### config.mk
export PLATFORM = sky130hd
export DESIGN_NAME = qdc_counter
export DESIGN_NICKNAME = d
export VERILOG_FILES = /design/src/qdc_pkg.sv /design/src/qdc_counter.sv
export VERILOG_INCLUDE_DIRS = /design/src
export SDC_FILE = /design/constraint.sdc
export NUM_CORES = 1
export LEC_CHECK = 0
export ABC_AREA = 1
export BUFFER_PORTS_ARGS = -buffer_cell sky130_fd_sc_hd__clkbuf_2
export CAP_MARGIN = 10
export CORE_MARGIN = 3
export CORE_UTILIZATION = 50
export CTS_CLUSTER_SIZE = 10
export DETAILED_ROUTE_END_ITERATION = 6
export PLACE_DENSITY = 0.68
export SLEW_MARGIN = 20
export SYNTH_ARGS = -nofsm -noshare
export SYNTH_HDL_FRONTEND = slang
export SYNTH_SLANG_ARGS = --single-unit
### constraint.sdc
create_clock -name i_core_clk -period 6.8 [get_ports i_core_clk]
set_clock_uncertainty 0.05 [all_clocks]
set_input_delay 1.36 -clock i_core_clk [delete_from_list [all_inputs] [get_ports i_core_clk]]
set_output_delay 1.36 -clock i_core_clk [all_outputs]
set_load 0.1 [all_outputs]
### src/qdc_params.svh
// qdc_params.svh: register offsets, field positions, reset values and timing counts
// for the quadrature up/down counter; included by the package and the design.
`ifndef QDC_PARAMS_SVH
`define QDC_PARAMS_SVH

// register byte offsets on the apb slave
`define QDC_OFS_CTRL     12'h000
`define QDC_OFS_COUNT    12'h004
`define QDC_OFS_MAXB     12'h008
`define QDC_OFS_MINB     12'h00c
`define QDC_OFS_DEBOUNCE 12'h010
`define QDC_OFS_STATUS   12'h014
`define QDC_OFS_MASK     12'h018
`define QDC_OFS_INPUTS   12'h01c

// control fields
`define QDC_CTRL_EN      0
`define QDC_CTRL_MODE_LO 1
`define QDC_CTRL_MODE_HI 2
`define QDC_CTRL_AUTOZ   3
`define QDC_CTRL_ZCLR    4
`define QDC_CTRL_FWDIR   5

// mode field codes
`define QDC_MODE_QUAD    2'h0
`define QDC_MODE_BIN     2'h1
`define QDC_MODE_DIR     2'h2
`define QDC_MODE_UPDN    2'h3

// status / mask bit positions
`define QDC_ST_UP        0
`define QDC_ST_DN        1
`define QDC_ST_MAXX      2
`define QDC_ST_MINX      3
`define QDC_ST_ZERO      4
`define QDC_ST_ILLEGAL   5
`define QDC_ST_W         6

// reset values
`define QDC_RST_CTRL     6'h00
`define QDC_RST_MAXB     32'h7fffffff
`define QDC_RST_MINB     32'h80000000
`define QDC_RST_DEBOUNCE 16'h0004

// debounce tick: one tick each 1 us at the 250 MHz core clock
`define QDC_TICK_NS      1000
`define QDC_CLK_NS       4
`define QDC_TICK_CYC     (`QDC_TICK_NS / `QDC_CLK_NS)

`endif

### src/qdc_pkg.sv
// qdc_pkg.sv: types shared by the quadrature up/down counter.
// assumes qdc_params.svh is on the include path.
`include "qdc_params.svh"

package qdc_pkg;

  // the three debounced position inputs
  typedef struct packed {
    logic zero;
    logic b;
    logic a;
  } qdc_pins_t;

  // count event forwarded to a general-purpose timer
  typedef struct packed {
    logic up;
    logic dn;
  } qdc_evt_t;

  typedef enum logic [1:0] {
    QDC_QUAD,
    QDC_BIN,
    QDC_DIR,
    QDC_UPDN
  } qdc_mode_t;

endpackage

### src/qdc_counter.sv
// qdc_counter.sv: 32-bit quadrature / up-down position counter with apb registers.
// assumes one 250 MHz clock, an apb master on that clock and asynchronous pins.
//
// Decided for this implementation: the register addresses and the APB register port.
`timescale 1ns/100ps
`default_nettype none
`include "qdc_params.svh"

// Operation
// one 32-bit position count register
// general up/down count modes from events
// decode two inputs, quadrature or binary
// direction pin level selects up or down
// separate up and down edge detectors
// third input: zero marker or button
// programmable debounce on all three inputs
// forward count events to a timer
// boundary reached in auto-zero clears count; the code clears it only when a step passes maxb_reg or minb_reg
// interrupt when count passes a boundary
// synchronise inputs before debounce and decode
// one count per gray step, skip jumps
module qdc_counter
  import qdc_pkg::*;
(
  input  wire logic        i_core_clk,
  input  wire logic        i_resetn,
  input  wire logic        i_psel,
  input  wire logic        i_penable,
  input  wire logic        i_pwrite,
  input  wire logic [11:0] i_paddr,
  input  wire logic [31:0] i_pwdata,
  input  wire logic [3:0]  i_pstrb,
  output logic      [31:0] o_prdata,
  output logic             o_pready,
  output logic             o_pslverr,
  input  wire logic [2:0]  i_position_counter_inputs,
  output logic             o_irq,
  output qdc_evt_t         o_timer_evt
);

  // byte-lane merge of a write into a stored word
  function automatic logic [31:0] qdc_merge(input logic [31:0] old_v,
                                            input logic [31:0] wd,
                                            input logic [3:0]  strb);
    logic [31:0] r;
    r = old_v;
    for (int i = 0; i < 4; i++) begin
      if (strb[i]) begin
        r[i*8 +: 8] = wd[i*8 +: 8];
      end
    end
    return r;
  endfunction

  // decoded bus access
  logic        wr_en;
  logic        rd_en;
  logic        addr_ok;
  logic [31:0] rdata_next;

  // software registers
  logic [5:0]  ctrl_reg;
  logic [31:0] position_counter_reg;
  logic [31:0] maxb_reg;
  logic [31:0] minb_reg;
  logic [15:0] debounce_reg;
  logic [`QDC_ST_W-1:0] status_reg;
  logic [`QDC_ST_W-1:0] mask_reg;

  // input conditioning
  logic [2:0]  sync1_reg;
  logic [2:0]  sync2_reg;
  logic [7:0]  tick_cnt_reg;
  logic        tick;
  logic [15:0] deb_cnt_reg [3];
  qdc_pins_t   pins_reg;
  qdc_pins_t   pins_prev_reg;

  // count decisions
  qdc_mode_t   mode;
  logic        step_up;
  logic        step_dn;
  logic        illegal;
  logic        zero_hit;
  logic [31:0] count_next;
  logic        max_hit;
  logic        min_hit;
  logic [`QDC_ST_W-1:0] st_set;
  logic [`QDC_ST_W-1:0] st_clr;
  logic [31:0] wr_ctrl;
  logic [31:0] wr_dbn;
  logic [31:0] wr_mask;

  assign mode = qdc_mode_t'(ctrl_reg[`QDC_CTRL_MODE_HI:`QDC_CTRL_MODE_LO]);

  // apb decode: a write commits at the edge where the master sees pready high
  assign wr_en   = i_psel && i_penable && i_pwrite && o_pready;
  assign rd_en   = i_psel && i_penable && !i_pwrite && !o_pready;
  assign addr_ok = (i_paddr[11:5] == 7'h00) && (i_paddr[1:0] == 2'h0);

  // write data merged into each narrow register by byte lane
  assign wr_ctrl = qdc_merge({26'h0, ctrl_reg}, i_pwdata, i_pstrb);
  assign wr_dbn  = qdc_merge({16'h0, debounce_reg}, i_pwdata, i_pstrb);
  assign wr_mask = qdc_merge({26'h0, mask_reg}, i_pwdata, i_pstrb);

  // read mux
  always_comb begin
    rdata_next = 32'h00000000;
    unique case (i_paddr)
      `QDC_OFS_CTRL:     rdata_next = {26'h0000000, ctrl_reg};
      `QDC_OFS_COUNT:    rdata_next = position_counter_reg;
      `QDC_OFS_MAXB:     rdata_next = maxb_reg;
      `QDC_OFS_MINB:     rdata_next = minb_reg;
      `QDC_OFS_DEBOUNCE: rdata_next = {16'h0000, debounce_reg};
      `QDC_OFS_STATUS:   rdata_next = {26'h0000000, status_reg};
      `QDC_OFS_MASK:     rdata_next = {26'h0000000, mask_reg};
      `QDC_OFS_INPUTS:   rdata_next = {29'h00000000, pins_reg};
      default:           rdata_next = 32'h00000000;
    endcase
  end

  // apb answer: one wait cycle, then pready with data or slverr
  always_ff @(posedge i_core_clk or negedge i_resetn) begin
    if (!i_resetn) begin
      o_pready  <= 1'b0;
      o_pslverr <= 1'b0;
      o_prdata  <= 32'h00000000;
    end else begin
      o_pready  <= i_psel && i_penable && !o_pready;
      o_pslverr <= i_psel && i_penable && !o_pready && !addr_ok;
      if (rd_en || (i_psel && i_penable && !o_pready && !addr_ok)) begin
        o_prdata <= addr_ok ? rdata_next : 32'h00000000;
      end
    end
  end

  // control and limit registers
  always_ff @(posedge i_core_clk or negedge i_resetn) begin
    if (!i_resetn) begin
      ctrl_reg     <= `QDC_RST_CTRL;
      maxb_reg     <= `QDC_RST_MAXB;
      minb_reg     <= `QDC_RST_MINB;
      debounce_reg <= `QDC_RST_DEBOUNCE;
      mask_reg     <= '0;
    end else if (wr_en && addr_ok) begin
      unique case (i_paddr)
        `QDC_OFS_CTRL:     ctrl_reg <= wr_ctrl[5:0];
        `QDC_OFS_MAXB:     maxb_reg <= qdc_merge(maxb_reg, i_pwdata, i_pstrb);
        `QDC_OFS_MINB:     minb_reg <= qdc_merge(minb_reg, i_pwdata, i_pstrb);
        `QDC_OFS_DEBOUNCE: debounce_reg <= wr_dbn[15:0];
        `QDC_OFS_MASK:     mask_reg <= wr_mask[`QDC_ST_W-1:0];
        default: ;
      endcase
    end
  end

  // two-flop synchroniser on the pins
  always_ff @(posedge i_core_clk or negedge i_resetn) begin
    if (!i_resetn) begin
      sync1_reg <= 3'h0;
      sync2_reg <= 3'h0;
    end else begin
      sync1_reg <= i_position_counter_inputs;
      sync2_reg <= sync1_reg;
    end
  end

  // debounce time base, one enable pulse per microsecond
  assign tick = (tick_cnt_reg == 8'(`QDC_TICK_CYC - 1));
  always_ff @(posedge i_core_clk or negedge i_resetn) begin
    if (!i_resetn) begin
      tick_cnt_reg <= 8'h00;
    end else begin
      tick_cnt_reg <= tick ? 8'h00 : tick_cnt_reg + 8'h01;
    end
  end

  // per-input debounce: new level taken after it holds for debounce_reg ticks
  always_ff @(posedge i_core_clk or negedge i_resetn) begin
    if (!i_resetn) begin
      pins_reg <= '0;
      for (int i = 0; i < 3; i++) begin
        deb_cnt_reg[i] <= 16'h0000;
      end
    end else begin
      for (int i = 0; i < 3; i++) begin
        if (sync2_reg[i] == pins_reg[i]) begin
          deb_cnt_reg[i] <= 16'h0000;
        end else if (deb_cnt_reg[i] >= debounce_reg) begin
          pins_reg[i]    <= sync2_reg[i];
          deb_cnt_reg[i] <= 16'h0000;
        end else if (tick) begin
          deb_cnt_reg[i] <= deb_cnt_reg[i] + 16'h0001;
        end
      end
    end
  end

  // previous debounced levels for edge and transition detection
  always_ff @(posedge i_core_clk or negedge i_resetn) begin
    if (!i_resetn) begin
      pins_prev_reg <= '0;
    end else begin
      pins_prev_reg <= pins_reg;
    end
  end

  // step decode for each mode
  always_comb begin
    logic [1:0] old_c;
    logic [1:0] new_c;
    old_c   = {pins_prev_reg.b, pins_prev_reg.a};
    new_c   = {pins_reg.b, pins_reg.a};
    step_up = 1'b0;
    step_dn = 1'b0;
    illegal = 1'b0;
    unique case (mode)
      QDC_QUAD: begin
        // gray sequence 00-01-11-10 counts up
        if (old_c != new_c) begin
          if ((old_c ^ new_c) == 2'h3) begin
            illegal = 1'b1;
          end else if ({old_c, new_c} == 4'h1 || {old_c, new_c} == 4'h7 ||
                       {old_c, new_c} == 4'he || {old_c, new_c} == 4'h8) begin
            step_up = 1'b1;
          end else begin
            step_dn = 1'b1;
          end
        end
      end
      QDC_BIN: begin
        // binary code: +1 or -1 modulo four, other jumps not counted but flagged illegal
        if (new_c == old_c + 2'h1) begin
          step_up = 1'b1;
        end else if (new_c == old_c - 2'h1) begin
          step_dn = 1'b1;
        end else if (new_c != old_c) begin
          illegal = 1'b1;
        end
      end
      QDC_DIR: begin
        // rising edge on a counts, b level gives direction
        if (pins_reg.a && !pins_prev_reg.a) begin
          step_up = !pins_reg.b;
          step_dn = pins_reg.b;
        end
      end
      QDC_UPDN: begin
        // a rising edges count up, b rising edges count down
        step_up = pins_reg.a && !pins_prev_reg.a;
        step_dn = pins_reg.b && !pins_prev_reg.b;
        if (step_up && step_dn) begin
          step_up = 1'b0;
          step_dn = 1'b0;
        end
      end
    endcase
  end

  assign zero_hit = pins_reg.zero && !pins_prev_reg.zero;

  // boundary checks on the value after the step (signed compare)
  always_comb begin
    count_next = position_counter_reg;
    if (step_up) begin
      count_next = position_counter_reg + 32'h00000001;
    end else if (step_dn) begin
      count_next = position_counter_reg - 32'h00000001;
    end
  end
  assign max_hit = (step_up || step_dn) && ($signed(count_next) > $signed(maxb_reg));
  assign min_hit = (step_up || step_dn) && ($signed(count_next) < $signed(minb_reg));

  // position counter
  always_ff @(posedge i_core_clk or negedge i_resetn) begin
    if (!i_resetn) begin
      position_counter_reg <= 32'h00000000;
    end else if (wr_en && addr_ok && i_paddr == `QDC_OFS_COUNT) begin
      position_counter_reg <= qdc_merge(position_counter_reg, i_pwdata, i_pstrb);
    end else if (ctrl_reg[`QDC_CTRL_EN]) begin
      if (zero_hit && ctrl_reg[`QDC_CTRL_ZCLR]) begin
        position_counter_reg <= 32'h00000000;
      end else if (ctrl_reg[`QDC_CTRL_AUTOZ] && (max_hit || min_hit)) begin
        position_counter_reg <= 32'h00000000;
      end else begin
        position_counter_reg <= count_next;
      end
    end
  end

  // status set and clear terms for this cycle
  always_comb begin
    st_set = '0;
    st_clr = '0;
    if (ctrl_reg[`QDC_CTRL_EN]) begin
      st_set[`QDC_ST_UP]      = step_up;
      st_set[`QDC_ST_DN]      = step_dn;
      st_set[`QDC_ST_MAXX]    = max_hit;
      st_set[`QDC_ST_MINX]    = min_hit;
      st_set[`QDC_ST_ZERO]    = zero_hit;
      st_set[`QDC_ST_ILLEGAL] = illegal;
    end
    if (wr_en && addr_ok && i_paddr == `QDC_OFS_STATUS && i_pstrb[0]) begin
      st_clr = i_pwdata[`QDC_ST_W-1:0];
    end
  end

  // sticky status: set wins over write-one-to-clear
  always_ff @(posedge i_core_clk or negedge i_resetn) begin
    if (!i_resetn) begin
      status_reg <= '0;
    end else begin
      status_reg <= (status_reg & ~st_clr) | st_set;
    end
  end

  // interrupt level and timer event forwarding
  always_ff @(posedge i_core_clk or negedge i_resetn) begin
    if (!i_resetn) begin
      o_irq       <= 1'b0;
      o_timer_evt <= '0;
    end else begin
      o_irq          <= |(status_reg & mask_reg);
      o_timer_evt.up <= ctrl_reg[`QDC_CTRL_EN] && ctrl_reg[`QDC_CTRL_FWDIR] && step_up;
      o_timer_evt.dn <= ctrl_reg[`QDC_CTRL_EN] && ctrl_reg[`QDC_CTRL_FWDIR] && step_dn;
    end
  end

endmodule
`default_nettype wire

==> results of run 1 <==
per-layer routing:
metal  GRT usage [%]  up-vias  share of wire [%]
li1                -     6566                  -
met1            40.0     6323                 48
met2            38.9      475                 42
met3            4.30       71                7.6
met4            6.26        0                2.1
met5               0        -                  0
kinds of logic (layout without fill, tap and decap cells):
| logic type | count (synthesis) | count (layout) | synth area share [%] |
|---|---|---|---|
| adder cells (fa/ha/maj) | 124 | 124 | 10.2 |
| XOR/XNOR | 53 | 53 | 3.05 |
| buffers and inverters | 349 | 441 | 9.19 |
| AO/OA/AOI/OAI | 428 | 428 | 16.5 |
| flip-flops | 235 | 235 | 38.9 |
| AND/OR/NAND/NOR | 752 | 752 | 22.2 |
power groups by stage:
stage	Clock (mW)	Sequential, mW	Combinational [mW]
after floorplan	0	1.44	0.345
after global placement	0	1.43	0.496
after detailed placement	0	1.43	0.504
after CTS	1.46	1.41	0.508
after global routing	1.52	1.41	0.582
final	1.43	1.41	0.512
critical path: stages (launching register included):
cell and delay [ns]:
dfrtp_1 0.45, ha_1 0.37, nor2_1 0.16, nor2_1 0.08, nand2_1 0.10, nor2_4 0.06
nor2_8 0.40, inv_1 0.49, nand2_1 0.23, inv_2 0.07, nor2_1 0.10, o21ai_1 0.11
a211oi_1 0.28, xor2_1 0.23, inv_1 0.09, ha_1 0.28, nand2_1 0.05, nor2_1 0.16
nand4_1 0.15, nor4_1 0.34, nand2_1 0.13, a21oi_1 0.14, nand3b_1 0.15, nand2_2 0.08
nand2_4 0.43, nand2_1 0.11, a21oi_1 0.16
metrics by stage:
step | area [sq um] | utilization, % | instances
6_report | 16800 | 56.4 | 2423
5_1_grt | 16800 | 56.4 | 2423
4_1_cts | 16800 | 56.4 | 2423
3_5_place_dp | 15900 | 53.5 | 2371
3_3_place_gp | 15900 | 53.5 | 2371
2_1_floorplan | 15200 | - | 1941
layout make-up:
cell class | count | area, sq um | share of cell area (%)
well taps | 390 | 488 | 2.90
flip-flops and latches | 235 | 5920 | 35.2
clock buffers | 49 | 810 | 4.82
repair buffers | 102 | 546 | 3.25
clock inverters | 3 | 51.3 | 0.305
multi-input cells | 1357 | 7910 | 47.1
inverters | 287 | 1080 | 6.41
cell usage in the layout, fill, tap and decap left out, types with 30 or more instances in the layout:
cell and instances:
inv_1 274, o21ai_0 198, xor2_1 49, dfrtp_1 202
nand3_1 45, a21oi_2 30, nor2_1 203, nand2_1 335
dfstp_2 33, a21oi_1 102, nor3_1 43, ha_1 124
clkbuf_2 91, nand2_2 37
worst min path at each step:
stage	startpoint	end	slack (ns)	cells past startpoint
after floorplan	sync1_reg[0]$_DFF_PN0_	sync2_reg[0]$_DFF_PN0_	0.28	0
after global placement	sync1_reg[0]$_DFF_PN0_	sync2_reg[0]$_DFF_PN0_	0.29	0
after detailed placement	sync1_reg[0]$_DFF_PN0_	sync2_reg[0]$_DFF_PN0_	0.30	0
after CTS	sync1_reg[0]$_DFF_PN0_	sync2_reg[0]$_DFF_PN0_	0.32	0
after global routing	sync1_reg[0]$_DFF_PN0_	sync2_reg[0]$_DFF_PN0_	0.33	0
final	sync1_reg[0]$_DFF_PN0_	sync2_reg[0]$_DFF_PN0_	0.31	0
==> results by group, run 1 <==
Yosys
  – Ys flop type: dfrtp_1
  – Synth warnings: 0
  – Synth top area share: between 30% and 40%
  – Post-synthesis sequential area ratio: between 30% and 40%
  – Post-synth top cells: nand2_1 (336), inv_1 (274), nor2_1 (203), dfrtp_1 (202), o21ai_0 (198)
  – FFs w/ async S/R, synth: 100%
  – Synthesized area per cell: around 7.8 sq um
  – Post-Syn Area: 15,200 sq um
  – Post-Synthesis Cells: ~1,900
  – Synth cell types: between 50 and 60
  – Area contributors post-synth: dfrtp_1 (33%), ha_1 (10%), nand2_1 (8.3%)
  – Post-synth top area cell: dfrtp_1
  – Count leader, synth: nand2_1
  – Net Count, Synth: between 2,000 and 2,500
  – Number of enable flip-flop cells after synthesis: 0
  – Yosys reg bits: approximately 240

Detailed routing
  – Antenna Violating Nets Remaining: 0
  – DRC Markers: 0
  – DRT iter0 DRCs: about 1,100
  – WL per Instance: around 18 um
  – First-pass DRT Iterations: 6
  – Vias: about 13,000
  – Vias per cell: roughly 5.5
  – Routed WL: around 43,000 um

Setup path
  – Critical Path Source Type: flip-flop
  – R2R Setup Slk: 1.18 ns
  – Critical Path RT: between 7 and 8 ns
  – CP Capture Type: flip-flop
  – CP Max Fanout: 36
  – Worst Path Arrival: approximately 6.0 ns
  – R2r startpoint: pins_reg[0]$_DFFE_PN0P_
  – Worst setup endpoint: position_counter_reg[23]$_DFFE_PN0P_
  – Crit path from: pins_reg[0]$_DFFE_PN0P_
  – Setup Crit Path Kind: reg2reg
  – Register-to-Register Path Depth: 26
  – Reg2reg end: position_counter_reg[23]$_DFFE_PN0P_

Cells and area
  – Max reg flops: 48
  – FILL cells: approximately 2,800
  – P&R area growth vs syn: 10.4%
  – Diodes inserted: 0
  – Layout cell share with drive strength beyond 1: between 10 and 15%
  – Final net count: 2,191

Worst hold path
  – Hold crit path type: reg2reg

STA
  – Worst-margin pin slew: ~1 ns
  – RSZ-0062 raised after global routing: no
  – Fin worst setup slack: 1.18 ns
  – Final Cycle Share: about 83%
  – Setup tns final: 0 ns
  – Tmin final: ~5.6 ns
  – Slew headroom: between 30% and 40%
  – Slew Viols, Final: 0
  – Max Freq: roughly 0.18 GHz
  – Setup violations, final: 0
  – Worst hold slack: 0.314 ns
  – Final Hold Vio Count: 0

GRT
  – Overall Global Routing Usage: 26.2%
  – Largest net degree at the start of global routing: between 100 and 150
  – First-pass GRT wire length: 69,900 um
  – Total congestion overflow: 0
  – Vias in the first global route: about 13,000
  – Antenna violations before repair: 0

Run
  – Max-Cap Viols: 0

Clock tree
  – Clock Tree Root: clkbuf_16
  – Clock Path Buffers: 3
  – Hold_buf cts: 0
  – Num CTS Buffers: 28
  – Later-pin clock latency in the skew report: between 0.5 and 0.6 ns
  – Postcts setup bufs: 0
  – H-tree levels: 1
  – CTS resizes: 0
  – CTS tree: done
  – # clock sinks: approximately 240
  – Clock transition at the registers of the reported paths: about 0.06 ns

Power
  – Logic gate share of total power: 15.3%
  – Sequential power share: between 40% and 50%
  – Psw: 0.929 mW
  – Pwr dens: approximately 200 nW/um^2
  – Peak supply drop: about 170 uV
  – P_leak: roughly 7.7 nW
  – Total Power Consumption: about 3.3 mW
  – Clk network pwr share: between 40 and 50%
  – Net Sw Frac: approximately 28%
  – Cell Int Power: approximately 2.4 mW

Placement
  – Placement Setup Slack: approximately 1.2 ns
  – RePlAce Congestion: between 0.9 and 1
  – PortBufs: 92
  – DP HPWL: between 30,000 and 40,000 um

Floorplanning
  – Initial Util: a little over 50%
  – Die Span Y: roughly 180 um
  – Die Width: 181 um
  – Die area: approximately 33,000 sq um
  – CORE AREA: about 30,000 sq um
  – Row cnt: 63
  – I/O pin count: just over 90

Run status
  – Outcome: finished, final reports clean
Note: power is estimated with default switching activity, not from simulation.
==> inputs of run 2 (changes only) <==
Settings changed: PLACE_DENSITY 0.68 to 0.7.
Clock period 6.8 ns to 5 ns, I/O delays scaled along.
==> results by group, run 2 (synthesis results as in run 1) <==
Run status
  – Outcome: finished, final reports clean

Clock tree
  – Clock Tree Root: clkbuf_16
  – Hold_buf cts: 0 (unchanged)
  – # clock sinks: 235 (unchanged)
  – Later-pin clock latency in the skew report: 0.57 ns (about the same)
  – Clock transition at the registers of the reported paths: 0.06 ns (about the same)
  – H-tree levels: 1 (unchanged)
  – Clock Path Buffers: 3 (unchanged)
  – CTS tree: done
  – Num CTS Buffers: 29 (+3.6%)

Setup path
  – Crit path from: pins_prev_reg[0]$_DFF_PN0_
  – Critical Path Source Type: flip-flop
  – Slowest-stage cell, CP: dfrtp_1
  – Setup Crit Path Kind: reg2reg
  – Max incr delay on CP: 0.40 ns (-0.09 ns)
  – Worst Path Arrival: 5.05 ns (-0.99 ns)
  – Critical Path RT: 5.43 ns (-1.79 ns)
  – CP Max Fanout: 16 (-56%)
  – CP Capture Type: flip-flop
  – Most common cell on crit path: nand2_1
  – R2r startpoint: pins_prev_reg[0]$_DFF_PN0_

GRT
  – Overall Global Routing Usage: 26.5% (+0.29 points)
  – Vias in the first global route: 13,300 (+3.3%)
  – Antenna violations before repair: 1 (+1)
  – First-pass GRT wire length: 71,200 um (+1.9%)
  – Total congestion overflow: 0 (unchanged)
  – Largest net degree at the start of global routing: 116 (-5.7%)

Cells and area
  – Non-Filler Instances: 2,438 (+0.62%)
  – Final net count: 2,205 (+0.64%)
  – Layout cell share with drive strength beyond 1: 15.4% (+1.4 points)
  – Commonest non-fill, non-tap cell in the layout: nand2_1
  – P&R area growth vs syn: 12.0%
  – Most frequent cells in the layout: nand2_1 (335), inv_1 (273), nor2_1 (201), dfrtp_1 (199), o21ai_0 (196)
  – Diodes inserted: 0 (unchanged)
  – Max reg flops: 48 (unchanged)
  – FILL cells: 2,767 (-2.5%)

STA
  – Worst-margin pin slew: 1.01 ns (+0.00117 ns)
  – Setup violations, final: 0 (unchanged)
  – Final Hold Vio Count: 0 (unchanged)
  – Final Cycle Share: 92.3% (+9.6 points)
  – Fin worst setup slack: 0.384 ns (-0.793 ns)
  – Slew headroom: 32.6% (-0.15 points)
  – Max Freq: 0.217 GHz (+22%)
  – Tmin final: 4.62 ns (-1.01 ns)
  – Setup tns final: 0 ns (unchanged)
  – Worst hold slack: 0.298 ns (-0.0160 ns)
  – Slew Viols, Final: 0 (unchanged)
  – RSZ-0062 raised after global routing: no

Placement
  – DP HPWL: 32,600 um (+1.5%)
  – Placement Setup Slack: 0.259 ns (-0.984 ns)
  – RePlAce Congestion: 1.01 (+4.5%)
  – PortBufs: 92 (unchanged)
  – Inst Count DP: 2,383 (+0.51%)

Detailed routing
  – Antenna Violating Nets Remaining: 0 (unchanged)
  – First-pass DRT Iterations: 5 (-1)
  – Vias: 13,700 (+1.7%)
  – DRC Markers: 0 (unchanged)
  – DRT iter0 DRCs: 1,226 (+9.8%)
  – Vias per cell: 5.61 (+1.1%)
  – Routed WL: 43,300 um (+0.33%)
  – WL per Instance: 17.8 um (-0.29%)

Power
  – Total Power Consumption: 4.64 mW (+38%)
  – Pwr dens: 272 nW/um^2 (+36%)
  – Peak supply drop: 284 uV (+66%)
  – P_leak: 7.83 nW (+1.6%)

Floorplanning
  – Die area: 32,600 sq um (unchanged)
  – Row cnt: 63 (unchanged)
  – Die Width: 181 um (unchanged)
  – Initial Util: 51.1% (unchanged)
  – Die Span Y: 181 um (unchanged)
  – I/O pin count: 93 (unchanged)
  – CORE AREA: 29,800 sq um (unchanged)

Run
  – Max-Cap Viols: 0 (unchanged)

Worst hold path
  – Hold crit path type: reg2reg
  – Hold Startpoint: sync1_reg[0]$_DFF_PN0_
==> run 2: cell count changes in the layout (fill, tap and decap cells not counted), sizes merged <==
cell	change
clkinv	+1
buf	+13
inv	+1
==> run 2: worst max-delay path, delay by kind of cell (launching register included) <==
family                   cells  cell delay [ns]
flip-flops                   1             0.40
adder cells (fa/ha/maj)      2             0.61
XOR/XNOR                     1             0.19
buffers and inverters        5             0.54
AO/OA/AOI/OAI                2             0.29
AND/OR/NAND/NOR             18             2.44
==> run 2: area by class of cell <==
type / count / area, sq um / share of cell area [%]
multi-input combinational: 1357 / 8000 / 46.9
sequential: 235 / 5930 / 34.7
inverter: 287 / 1080 / 6.32
clock buffer: 49 / 821 / 4.81
timing repair buffer: 115 / 681 / 3.99
tap: 390 / 488 / 2.86
clock inverter: 5 / 65.1 / 0.382
==> run 2: through the flow <==
step | util, % | cell area (sq um)
5_1_grt | 57.2 | 17100
4_1_cts | 56.9 | 16900
3_3_place_gp | 53.9 | 16100
6_report | 57.2 | 17100
2_1_floorplan | - | 15200
3_5_place_dp | 53.9 | 16100
==> run 2: repair_timing <==
action,4_1_cts,5_1_grt
endpoints found under the setup margin,0,33
setup buffers,0,1
hold endpoints to repair,0,0
gates resized for setup,0,23
==> run 2: where the power goes <==
part	switching [mW]	total (mW)	internal, mW
registers	0.00478	1.91	1.91
logic	0.469	0.730	0.261
clock network	0.827	1.99	1.16
total	1.30	4.64	3.33
==> run 2: final timing paths <==
path | end | slack, ns | cells after the start
hold / removal | sync2_reg[0]$_DFF_PN0_ | 0.30 | 0
hold reg to reg | sync2_reg[0]$_DFF_PN0_ | 0.30 | 0
max in group asynchronous | maxb_reg[14]$_DFFE_PN1P_ | 3.43 | 2
setup reg to reg | position_counter_reg[6]$_DFFE_PN0P_ | 0.38 | 28
setup / recovery | position_counter_reg[6]$_DFFE_PN0P_ | 0.38 | 28
min in group asynchronous | o_prdata[22]$_DFFE_PN0P_ | 0.42 | 1
==> run 2: per-layer routing <==
| layer | vias up | wire length, um | track usage, % |
|---|---|---|---|
| li1 | 6587 | - | - |
| met1 | 6477 | 20400 | 39.1 |
| met2 | 520 | 18300 | 40.1 |
| met3 | 82 | 3570 | 5.15 |
| met4 | 2 | 1050 | 6.66 |
| met5 | - | 8 | 0 |
==> inputs of run 3 (changes only) <==
Settings changed: ABC_AREA 1 to not set.
==> results by group, run 3 <==
Cells and area
  – Post-route cell area: 17,800 sq um (+4.3%)
  – Layout cell share with drive strength beyond 1: 28.9% (+14 points)
  – P&R area growth vs syn: 21.7%
  – Diodes inserted: 0 (unchanged)
  – Final net count: 1,878 (-15%)
  – Non-Filler Instances: 2,098 (-14%)
  – Commonest non-fill, non-tap cell in the layout: dfrtp_1
  – Most frequent cells in the layout: dfrtp_1 (202), nor2_1 (142), buf_4 (139), ha_1 (120), inv_1 (98)
  – Max reg flops: 48 (unchanged)

STA
  – Final Cycle Share: 106% (+14 points)
  – Slew headroom: 44.8% (+12 points)
  – Max Freq: 0.189 GHz (-13%)
  – Fin worst setup slack: -0.303 ns (-0.687 ns)
  – Final Hold Vio Count: 0 (unchanged)
  – Worst-margin pin slew: 0.828 ns (-0.182 ns)
  – RSZ-0062 raised after global routing: yes
  – Slew Viols, Final: 0 (unchanged)
  – Setup violations, final: 32 (+32)
  – Tmin final: 5.30 ns (+0.687 ns)

Placement
  – DP HPWL: 30,900 um (-5.2%)
  – DP Area: 16,300 sq um (+1.7%)
  – Inst Count DP: 2,030 (-15%)
  – PortBufs: 92 (unchanged)
  – RePlAce Congestion: 0.988 (-2.1%)

Setup path
  – Setup Crit Path Kind: reg2reg
  – Critical Path Source Type: flip-flop
  – Worst Path Arrival: 5.70 ns (+0.65 ns)
  – Critical Path RT: 5.40 ns (-0.03 ns)
  – CP Capture Type: flip-flop
  – CP Max Fanout: 5 (-11)

Clock tree
  – Hold_buf cts: 0 (unchanged)
  – Clock transition at the registers of the reported paths: 0.06 ns (about the same)
  – Clock Path Buffers: 3 (unchanged)
  – H-tree levels: 1 (unchanged)
  – Clock Tree Root: clkbuf_16
  – Later-pin clock latency in the skew report: 0.57 ns (about the same)
  – CTS tree: done
  – # clock sinks: 235 (unchanged)
  – Num CTS Buffers: 29 (unchanged)

Detailed routing
  – Routed WL: 42,000 um (-3.1%)
  – Vias: 12,500 (-8.5%)
  – Vias per cell: 5.96 (+6.4%)
  – WL per Instance: 20.0 um (+13%)
  – Antenna Violating Nets Remaining: 0 (unchanged)
  – First-pass DRT Iterations: 7 (+2)
  – DRC Markers: 2 (+2)
  – DRT iter0 DRCs: 1,014 (-17%)

Power
  – Pwr dens: 256 nW/um^2 (-5.9%)
  – P_leak: 7.97 nW (+1.8%)
  – Peak supply drop: 274 uV (-3.4%)

Run status
  – Outcome: complete, but fails checks
  – Failing checks: design-rule violations, negative setup slack

Yosys
  – FFs w/ async S/R, synth: 100% (unchanged)
  – Synth cell types: 81 (+37%)
  – Synthesized area per cell: 9.79 sq um (+25%)
  – Mux contribution to synthesized area: 7.83% (+7.8 points)
  – Post-Synthesis Cells: 1,492 (-23%)
  – Synth top area share: 34.6% (+1.4 points)
  – Number of enable flip-flop cells after synthesis: 0 (unchanged)
  – Post-synthesis sequential area ratio: 40.5% (+1.6 points)
  – Ys flop type: dfrtp_1
  – Post-Synth XOR/XNOR Area: 5.21% (+2.2 points)
  – Yosys reg bits: 235 (unchanged)
  – Synth Area in Compound Gates: 14.9% (-1.6 points)
  – Synth warnings: 0 (unchanged)
  – Post-synth top area cell: dfrtp_1
  – Adder-cell area share of the yosys netlist: 10.6% (+0.43 points)
  – Net Count, Synth: 1,672 (-21%)
  – Count leader, synth: dfrtp_1
  – Simple-gate share of the synthesized area: 16.5% (-5.7 points)
  – Largest family of logic cells by synthesized area: simple AND/OR/NAND/NOR gates
  – Area contributors post-synth: dfrtp_1 (35%), ha_1 (11%), mux2_2 (7.5%)
  – Post-Syn Area: 14,600 sq um (-4.0%)
  – Post-synth top cells: dfrtp_1 (202), nor2_1 (147), ha_1 (124), inv_1 (100)

Floorplanning
  – Die Span Y: 177 um (-2.0%)
  – Initial Util: 51.6% (+0.50 points)
  – CORE AREA: 28,300 sq um (-5.0%)
  – Die area: 31,300 sq um (-3.9%)
  – I/O pin count: 93 (unchanged)
  – Row cnt: 61 (-3.2%)
  – Die Width: 177 um (-2.0%)

GRT
  – Total congestion overflow: 0 (unchanged)
  – Overall Global Routing Usage: 26.8% (+0.37 points)
  – First-pass GRT wire length: 67,600 um (-5.1%)
  – Antenna violations before repair: 0 (-1)
  – Largest net degree at the start of global routing: 102 (-12%)
  – Vias in the first global route: 12,700 (-4.9%)

Run
  – Max-Cap Viols: 0 (unchanged)

Worst hold path
  – Hold crit path type: reg2reg
## run 3: cell count changes after synthesis, moves of 21 or more
cell	delta
nand2_1	-239
inv_1	-174
o21ai_0	-134
mux2_2	+97
nor2_1	-56
a21oi_1	-43
nand2_2	-35
xnor2_1	+35
a21oi_2	-30
a22oi_1	+29
o22ai_1	-27
a31oi_1	+21
## run 3: layer usage
metal  up-vias  wire length, um  track usage (%)
met5         -                0                0
met2       377            21200             47.0
met1      6192            17300             34.5
met4         0             1590             9.26
li1       5835                -                -
met3       105             1970             3.09
## run 3: logic make-up (layout without fill, tap and decap cells)
kind of cell               count (synthesis)  after routing
and+or+nand+nor                          469            469
AOI/OAI and AO/OA                        311            311
DFF                                      235            235
buffers and inverters                    166            394
adders and majority gates                124            124
muxes                                    101            101
xor gates and xnor gates                  86             86
## run 3: final timing paths
check	slack, ns	to	depth (start not counted)	start
setup / recovery	-0.30	position_counter_reg[11]$_DFFE_PN0P_	22	pins_prev_reg[0]$_DFF_PN0_
hold / removal	0.31	sync2_reg[0]$_DFF_PN0_	0	sync1_reg[0]$_DFF_PN0_
setup reg to reg	-0.30	position_counter_reg[11]$_DFFE_PN0P_	22	pins_prev_reg[0]$_DFF_PN0_
hold reg to reg	0.31	sync2_reg[0]$_DFF_PN0_	0	sync1_reg[0]$_DFF_PN0_
max in group asynchronous	3.49	maxb_reg[6]$_DFFE_PN1P_	2	i_resetn
min in group asynchronous	0.41	o_prdata[30]$_DFFE_PN0P_	1	i_resetn
## run 3: worst max-delay path, stage by stage (launching register included)
cell and delay (ns):
dfrtp_1 0.39, inv_2 0.07, ha_2 0.18, mux4_2 0.46, or4_4 0.58, a21bo_4 0.25, or3_4 0.35, o41ai_4 0.08
nand2_1 0.15, xnor2_2 0.23, ha_1 0.28, a21o_1 0.19, a211o_1 0.26, a41oi_2 0.20, o21ai_2 0.09, or3_1 0.39
a21oi_2 0.16, o31a_1 0.16, buf_6 0.13, buf_12 0.12, buf_16 0.11, nor3_1 0.05, a221o_1 0.26
## run 3: layout make-up
| cell class | instances | area (sq um) |
|---|---|---|
| Inverter | 100 | 375 |
| Timing Repair Buffer | 241 | 1700 |
| Multi-Input combinational cell | 1091 | 8440 |
| Fill cell | 2340 | 10500 |
| Clock inverter | 4 | 37.5 |
| Sequential cell | 235 | 5920 |
| Tap cell | 378 | 473 |
| Clock buffer | 49 | 841 |
## run 3: through the flow
stage / TNS (ns) / hold WS, ns / util (%) / worst slack [ns] / power, mW
after floorplan: 0 / 0.281 / - / 0.0403 / 2.40
after CTS: -5.76 / 0.311 / 61.7 / -0.277 / 4.58
after detailed placement: -10.61 / 0.285 / 57.7 / -0.564 / 2.60
after global placement: -7.56 / 0.288 / 57.7 / -0.378 / 2.60
final: -7.09 / 0.311 / 62.8 / -0.303 / 4.55
after global routing: -14.69 / 0.309 / 62.8 / -0.531 / 4.70
## run 3: power by group
group          switching, mW  internal (mW)  leakage [nW]
Sequential            0.0259           1.95          3.03
Combinational          0.472          0.132          4.52
Clock                  0.832           1.14         0.423
Total                   1.33           3.22          7.97
## run 3: what timing repair did
action / in CTS / in global routing
setup buffers: 6 / 7
gates resized for setup: 40 / 46
hold endpoints to repair: 0 / 0
pin swaps: 13 / 41
setup endpoints to repair: 32 / 33
gates cloned: 2 / 0
